## config.mk

```make
export PLATFORM = sky130hd
export DESIGN_NAME = odc_core
export DESIGN_NICKNAME = d
export VERILOG_FILES = /design/src/odc_pkg.sv /design/src/odc_core.sv
export SDC_FILE = /design/constraint.sdc
export NUM_CORES = 1
export LEC_CHECK = 0
export BUFFER_PORTS_ARGS = -buffer_cell sky130_fd_sc_hd__buf_2
export CAP_MARGIN = 20
export CELL_PAD_IN_SITES_DETAIL_PLACEMENT = 1
export CELL_PAD_IN_SITES_GLOBAL_PLACEMENT = 2
export CORE_ASPECT_RATIO = 0.9
export CORE_MARGIN = 2
export CORE_UTILIZATION = 39
export CTS_CLUSTER_DIAMETER = 100
export DETAILED_ROUTE_END_ITERATION = 6
export PLACE_DENSITY_LB_ADDON = 0.1
export SYNTH_ARGS = -nofsm -noshare
export SYNTH_HDL_FRONTEND = slang
export SYNTH_SLANG_ARGS = --single-unit
```

## constraint.sdc

```tcl
create_clock -name sys_clk -period 2.2 [get_ports sys_clk]
set_input_delay 0.22 -clock sys_clk [delete_from_list [all_inputs] [get_ports sys_clk]]
set_output_delay 0.22 -clock sys_clk [all_outputs]
set_load 0.05 [all_outputs]
```

## src/odc_pkg.sv

```systemverilog
// package: constants for the octal driver serial command block
package odc_pkg;
    localparam int          ODC_CH        = 8;
    localparam int          ODC_WORD      = 16;
    localparam logic [15:0] ODC_CMD_RESET = 16'hFFFF;
    localparam logic [15:0] ODC_DIAG_RESET = 16'h0000;
    localparam logic [7:0]  ODC_CNT_RESET = 8'h00;
    localparam logic [7:0]  ODC_CNT_MIN   = 8'h10;
    localparam logic [1:0]  ODC_CODE_STBY = 2'h0;
    localparam logic [1:0]  ODC_CODE_PAR  = 2'h1;
    localparam logic [1:0]  ODC_CODE_ON   = 2'h2;
    localparam logic [1:0]  ODC_CODE_OFF  = 2'h3;
endpackage

```

## src/odc_core.sv

```systemverilog
// module: serial command interpreter and fault reporting for eight low-side channels
`timescale 1ns/1ns
//
// Behaviour
// - two command bits per channel, channel eight top
// - code 00: standby, off, clear faults
// - code 01: follow parallel pin, diag current
// - 10 on no diag; 11 off diag, none before first valid frame
// - first 16-bit word of each frame shifts diagnostics out
// - serial output carries error ORed with input, diagnostics, then chained input
// - error flag shown from select until clock
// - leaving limp-home or undervoltage sets error
// - open-load flags at odd bits
// - overload/overtemp flags at even bits
// - open-load detect only off and enabled
// - open-load stays latched until serial clear or limp-home
// - open-load never blocks turning on
// - short to ground uses open-load path
// - no separate short-to-battery fault memory
// - overload latches off until serial clear or limp-home
// - overtemp latches off until serial clear or limp-home
// - msb first, sample falling, shift rising
// - count clocks; frame valid multiple eight, min16
// - reset presets all command bits high
// - valid frame clears error flag
module odc_core
    import odc_pkg::*;
(
    input  wire logic        sys_clk,
    input  wire logic        nrst,
    input  wire logic        spi_clk,
    input  wire logic        chip_select_low,
    input  wire logic        spi_din,
    output logic             spi_dout,
    input  wire logic [7:0]  parallel_control_pin,
    input  wire logic        limp_home_input,
    input  wire logic        undervoltage,
    input  wire logic [7:0]  open_load_sense,
    input  wire logic [7:0]  overload_sense,
    input  wire logic [7:0]  overtemp_sense,
    output logic      [7:0]  drive_on,
    output logic      [7:0]  diag_current_en,
    output logic      [15:0] channel_command_q
);

    ////////////////////////////////////////////////////////////////////////////
    // input synchronisers, two flops each
    logic [2:0]  lnk_s1_q, lnk_s2_q;
    logic [25:0] sen_s1_q, sen_s2_q;
    logic [7:0]  par_s1_q, par_s2_q;

    always_ff @(posedge sys_clk or negedge nrst)
    begin
        if (!nrst)
        begin
            lnk_s1_q <= 3'h2; // idle link: clock low, deselected, data low
            lnk_s2_q <= 3'h2;
            sen_s1_q <= 26'h0;
            sen_s2_q <= 26'h0;
            par_s1_q <= 8'h00;
            par_s2_q <= 8'h00;
        end
        else
        begin
            lnk_s1_q <= {spi_clk, chip_select_low, spi_din};
            lnk_s2_q <= lnk_s1_q;
            sen_s1_q <= {limp_home_input, undervoltage, open_load_sense, overload_sense, overtemp_sense};
            sen_s2_q <= sen_s1_q;
            par_s1_q <= parallel_control_pin;
            par_s2_q <= par_s1_q;
        end
    end

    logic sclk_s, cs_s, din_s;
    assign sclk_s = lnk_s2_q[2];
    assign cs_s   = lnk_s2_q[1];
    assign din_s  = lnk_s2_q[0];

    // edge detection on synchronised link, limp-home and undervoltage signals
    logic sclk_d1_q, cs_d1_q, lhi_d1_q, uv_d1_q;
    always_ff @(posedge sys_clk or negedge nrst)
    begin
        if (!nrst)
        begin
            sclk_d1_q <= 1'b0;
            cs_d1_q   <= 1'b1;
            lhi_d1_q  <= 1'b0;
            uv_d1_q   <= 1'b0;
        end
        else
        begin
            sclk_d1_q <= sclk_s;
            cs_d1_q   <= cs_s;
            lhi_d1_q  <= sen_s2_q[25];
            uv_d1_q   <= sen_s2_q[24];
        end
    end

    logic sclk_rise, sclk_fall, cs_fall, cs_rise, lhi_exit, uv_exit;
    assign sclk_rise = sclk_s & ~sclk_d1_q & ~cs_s;
    assign sclk_fall = ~sclk_s & sclk_d1_q & ~cs_s;
    assign cs_fall   = ~cs_s & cs_d1_q;
    assign cs_rise   = cs_s & ~cs_d1_q;
    assign lhi_exit  = ~sen_s2_q[25] & lhi_d1_q;
    assign uv_exit   = ~sen_s2_q[24] & uv_d1_q;

    logic [7:0] ol_in, ovl_in, ot_in;
    assign ol_in  = sen_s2_q[23:16];
    assign ovl_in = sen_s2_q[15:8];
    assign ot_in  = sen_s2_q[7:0];

    ////////////////////////////////////////////////////////////////////////////
    // frame reception: bit counter and input shifter
    logic [7:0]  bit_cnt_q;
    logic [15:0] rx_q;
    logic        frame_ok;
    assign frame_ok = (bit_cnt_q[2:0] == 3'h0) && (bit_cnt_q >= ODC_CNT_MIN);

    always_ff @(posedge sys_clk or negedge nrst)
    begin
        if (!nrst)
        begin
            bit_cnt_q <= ODC_CNT_RESET;
            rx_q      <= 16'h0000;
        end
        else if (cs_fall)
            bit_cnt_q <= ODC_CNT_RESET;
        else if (sclk_fall)
        begin
            rx_q <= {rx_q[14:0], din_s};
            // saturate at an invalid count so long chains never look framed
            bit_cnt_q <= (bit_cnt_q == 8'hFF) ? 8'hFF : bit_cnt_q + 8'h01;
        end
    end

    ////////////////////////////////////////////////////////////////////////////
    // command register, latched only on a valid frame
    logic cmd_load;
    logic por_q;
    assign cmd_load = cs_rise & frame_ok;

    always_ff @(posedge sys_clk or negedge nrst)
    begin
        if (!nrst)
        begin
            channel_command_q <= ODC_CMD_RESET;
            por_q             <= 1'b1;
        end
        else if (cmd_load)
        begin
            channel_command_q <= rx_q;
            por_q             <= 1'b0;
        end
    end

    ////////////////////////////////////////////////////////////////////////////
    // frame error flag
    logic frame_error_flag_q;
    always_ff @(posedge sys_clk or negedge nrst)
    begin
        if (!nrst)
            frame_error_flag_q <= 1'b1;
        else if (lhi_exit || uv_exit)
            frame_error_flag_q <= 1'b1;
        else if (cs_rise)
            frame_error_flag_q <= ~frame_ok;
    end

    ////////////////////////////////////////////////////////////////////////////
    // per-channel decode and fault latches
    logic [7:0]  ol_flag_q;
    logic [7:0]  overload_overtemp_flag_q;
    logic [15:0] fault_diagnostic;

    genvar gi;
    generate
        for (gi = 0; gi < ODC_CH; gi++)
        begin : g_ch
            logic [1:0] code;
            logic       want_on, clr;
            assign code = channel_command_q[2*gi+1 -: 2];
            assign want_on = (code == ODC_CODE_ON) || (code == ODC_CODE_PAR && par_s2_q[gi]);
            assign clr = (code == ODC_CODE_STBY) || sen_s2_q[25];
            // latched fault blocks, open load not
            assign drive_on[gi] = want_on & ~overload_overtemp_flag_q[gi] & ~sen_s2_q[25];
            assign diag_current_en[gi] = ~drive_on[gi] &
                ((code == ODC_CODE_PAR) || (code == ODC_CODE_OFF && !por_q));

            always_ff @(posedge sys_clk or negedge nrst)
            begin
                if (!nrst)
                begin
                    ol_flag_q[gi]                <= 1'b0;
                    overload_overtemp_flag_q[gi] <= 1'b0;
                end
                else if (clr)
                begin
                    ol_flag_q[gi]                <= 1'b0;
                    overload_overtemp_flag_q[gi] <= 1'b0;
                end
                else
                begin
                    // open load or short to ground
                    if (ol_in[gi] && diag_current_en[gi])
                        ol_flag_q[gi] <= 1'b1;
                    if ((ovl_in[gi] && drive_on[gi]) || ot_in[gi])
                        overload_overtemp_flag_q[gi] <= 1'b1;
                end
            end
            assign fault_diagnostic[2*gi+1] = ol_flag_q[gi];
            assign fault_diagnostic[2*gi]   = overload_overtemp_flag_q[gi];
        end
    endgenerate

    ////////////////////////////////////////////////////////////////////////////
    // reply shifter and serial output
    logic [15:0] tx_q;
    logic        ter_phase_q;
    always_ff @(posedge sys_clk or negedge nrst)
    begin
        if (!nrst)
        begin
            tx_q        <= ODC_DIAG_RESET;
            ter_phase_q <= 1'b0;
        end
        else if (cs_fall)
        begin
            tx_q        <= fault_diagnostic;
            ter_phase_q <= 1'b1;
        end
        else if (sclk_rise)
        begin
            ter_phase_q <= 1'b0;
            // shift on rising edge, chaining input
            if (!ter_phase_q)
                tx_q <= {tx_q[14:0], din_s};
        end
    end

    always_ff @(posedge sys_clk or negedge nrst)
    begin
        if (!nrst)
            spi_dout <= 1'b0;
        else if (cs_s)
            spi_dout <= 1'b0;
        else if (cs_fall || (ter_phase_q && !sclk_rise))
            spi_dout <= frame_error_flag_q | din_s; // no stale shifter bit at select fall
        else
            spi_dout <= (sclk_rise && !ter_phase_q) ? tx_q[14] : tx_q[15];
    end
endmodule

```

==> metrics.txt <==
final hold vios=0; clock share of power=0.482; pin count of the biggest net entering global routing=58; internal power=4980 uW; Post-DRT Antenna Nets=0; Core Util, Final=0.519; Num CTS Buffers=17; worst vdd ir=535 uV; Final #Nets=606; Rows=41; crit-path cells=buf_12, nor4b_1, a21oi_1, and2_1, buf_2; GP Congestion=0.739; grt total ovfl=0; switching part of the total=0.209; area share of the largest cell type after synthesis=0.594; RSZ-0062 raised after global routing=no; fmax=496 MHz; Crit path required time=1.98 ns; port buffer count=71; Critical Path Fanout Max=28; Data arrival, critical path=1.80 ns; mean post-synth cell area=12.7 um^2; CTS H-tree depth=4; DIE AREA=0.0153 mm^2; die height=118 um; cts repair resizes=0; Initial DRT Pass Iterations=6; most frequent cell after synthesis=dfrtp_1; Worst-Skew Late Latency=0.41 ns; Cell Pwr Density=864 mW/mm^2; CTS tree=built; Synthesized Nets=482; fin. max-slew vios=0; postcts setup bufs=0; fin crit period=2.02 ns; reg-to-reg critical path startpoint=lnk_s2_q[1]; Max Root-Sink Buffers=2; clock slew at reported path FFs=0.06 ns; Finished Layout Cells=771; #FFs+latches synth=154; crit end category=primary output; status=completed; routed vias=3738; ys flop type=dfrtp_1; LEAKAGE=0.00337 uW; crit-path max cell delay=0.40 ns; reg2reg end=tx_q[15]; IO Pins=72; Synth warnings=0; WS Path Type=flip-flop to primary output; Routed WL per cell=15.5 um; max cap viols=0; die width=130 um; Post-synth EDFFs=0; final setup violation count=0; Clock Tree Root=clkbuf_16; top cells by area, synth=dfrtp_1 (59%), dfstp_2 (9.8%), nand2_1 (4.8%), mux2_2 (4.4%), mux2i_1 (3.4%); Core Box Area=0.0141 mm^2; first-pass GRT wire length=20500 um; worst-case reg-to-reg path depth=4; hpwl dp=7460 um; Reg power frac=0.475; Worst slew margin=0.629; vias in the first global route=4195; Worst Hold Class=input port to asynchronous set/reset pin; Psw=1310 uW; Initial Utilization=0.399; fraction of layout cells with a size suffix above 1=0.288; layout overhead on the synthesized area=30.1%; r2r setup slk=0.52 ns; Synth area leader=dfrtp_1; Tightest Pin Transition=0.556 ns; Critical Path Source=sen_s2_q[25]; Post-synth top cells=dfrtp_1 (133), nand2_1 (72), mux2_2 (22); Yosys cell types=41; routed vias/inst=4.85; DRT iter0 DRCs=104; Logic pwr share=0.043; placed cell count=701; Residual DRC=0; total track usage=0.172; initial antenna violation count=0; CP startpoint kind=flip-flop; Tcrit/Tclk final=0.917; cell count after synthesis=441; Fill cells=1504; Crit-path slowest cell=dfrtp_1; synthesized cell area=0.00560 mm^2; clk sinks=154; Worst Clk Skew=0.00813 ns; post-synthesis sequential area ratio=0.692; Post-synth ARST share=1.00; final wirelength=12000 um
[cells by family (layout without fill, tap and decap cells)]
group                    count (synthesis)  count (layout)  synth area share
AO/OA/AOI/OAI                           81              81            0.0886
adder cells (fa/ha/maj)                  2               2           0.00446
buffers and inverters                   29             165            0.0221
flip-flops                             154             154             0.692
multiplexers                            41              41            0.0781
other                                    0               1                 0
AND/OR/NAND/NOR                        134             134             0.114
[worst max-delay path, delay by kind of cell, from the launching register on]
family	cells	cell delay, ns
AND/OR/NAND/NOR	2	0.49
flip-flops	1	0.40
AO/OA/AOI/OAI	1	0.10
buffers and inverters	2	0.38
[layout by cell type (no fill, tap or decap), drive strengths merged, types with 6 or more instances in the layout]
cell type	netlist	final
dfrtp	133	133
buf	2	81
nand2	72	72
dlygate4sd3	0	38
o21ai	28	28
mux2	22	22
dfstp	21	21
mux2i	19	19
clkbuf	12	19
nor2	18	18
a21oi	16	16
inv	15	16
nor3	13	13
and2	8	8
a211oi	8	8
a31oi	8	8
o21bai	7	7
nor4b	6	6
[metrics by stage]
| step | total power, uW | cell area, um^2 | hold slack, ns | setup WS (ns) | TNS (ns) |
|---|---|---|---|---|---|
| 2_1_floorplan | 3120 | 5630 | -0.0756 | -0.0917 | -0.183 |
| 3_3_place_gp | 3260 | 6290 | 0.225 | 0.544 | 0 |
| 3_5_place_dp | 3270 | 6290 | 0.234 | 0.502 | 0 |
| 4_1_cts | 6390 | 7290 | 0.350 | 0.116 | 0 |
| 5_1_grt | 6570 | 7290 | 0.355 | 0.0465 | 0 |
| 6_report | 6300 | 7290 | 0.340 | 0.182 | 0 |
[repair_timing]
action                     in CTS  in global routing
hold endpoints to repair       87                  0
hold buffers                   38                  0
setup endpoints to repair       0                  0
[routing by layer]
layer / up-vias / wire length, um / global-route usage
li1: 1765 / - / -
met1: 1902 / 5590 / 0.225
met2: 62 / 5910 / 0.282
met3: 9 / 382 / 0.0495
met4: 0 / 90 / 0.0459
met5: - / 0 / 0
[sequential cells by signal, summed over array words and instances, names as in the netlist, 16 cells and up]
signal             count
rx_q                  16
tx_q                  16
channel_command_q     16
sen_s1_q              26
sen_s2_q              26
fault_diagnostic      16
[worst max path at each step]
stage	to	slack [ns]
floorplan	drive_on[2]	-0.09
global placement	spi_dout	0.54
detailed placement	tx_q[15]	0.50
CTS	diag_current_en[5]	0.12
global route	diag_current_en[1]	0.05
finish	diag_current_en[5]	0.18
[area by class of cell]
| class | count | area [um^2] | area share |
|---|---|---|---|
| antenna | 1 | 2.50 | 0.000343 |
| clock buffer | 19 | 443 | 0.0608 |
| clock inverter | 12 | 173 | 0.0237 |
| inverter | 15 | 56.3 | 0.00772 |
| multi-input combinational | 258 | 1640 | 0.225 |
| sequential | 154 | 3880 | 0.532 |
| tap | 193 | 241 | 0.0331 |
| timing repair buffer | 119 | 855 | 0.117 |
[power groups by stage]
| stage | registers [uW] | logic, uW | clock network (uW) |
|---|---|---|---|
| floorplan | 3030 | 90.2 | 0 |
| global placement | 3040 | 221 | 0 |
| detailed placement | 3040 | 227 | 0 |
| CTS | 2990 | 282 | 3110 |
| global route | 3000 | 310 | 3260 |
| finish | 2990 | 273 | 3030 |
No activity file was read; power rests on OpenSTA's default activity.
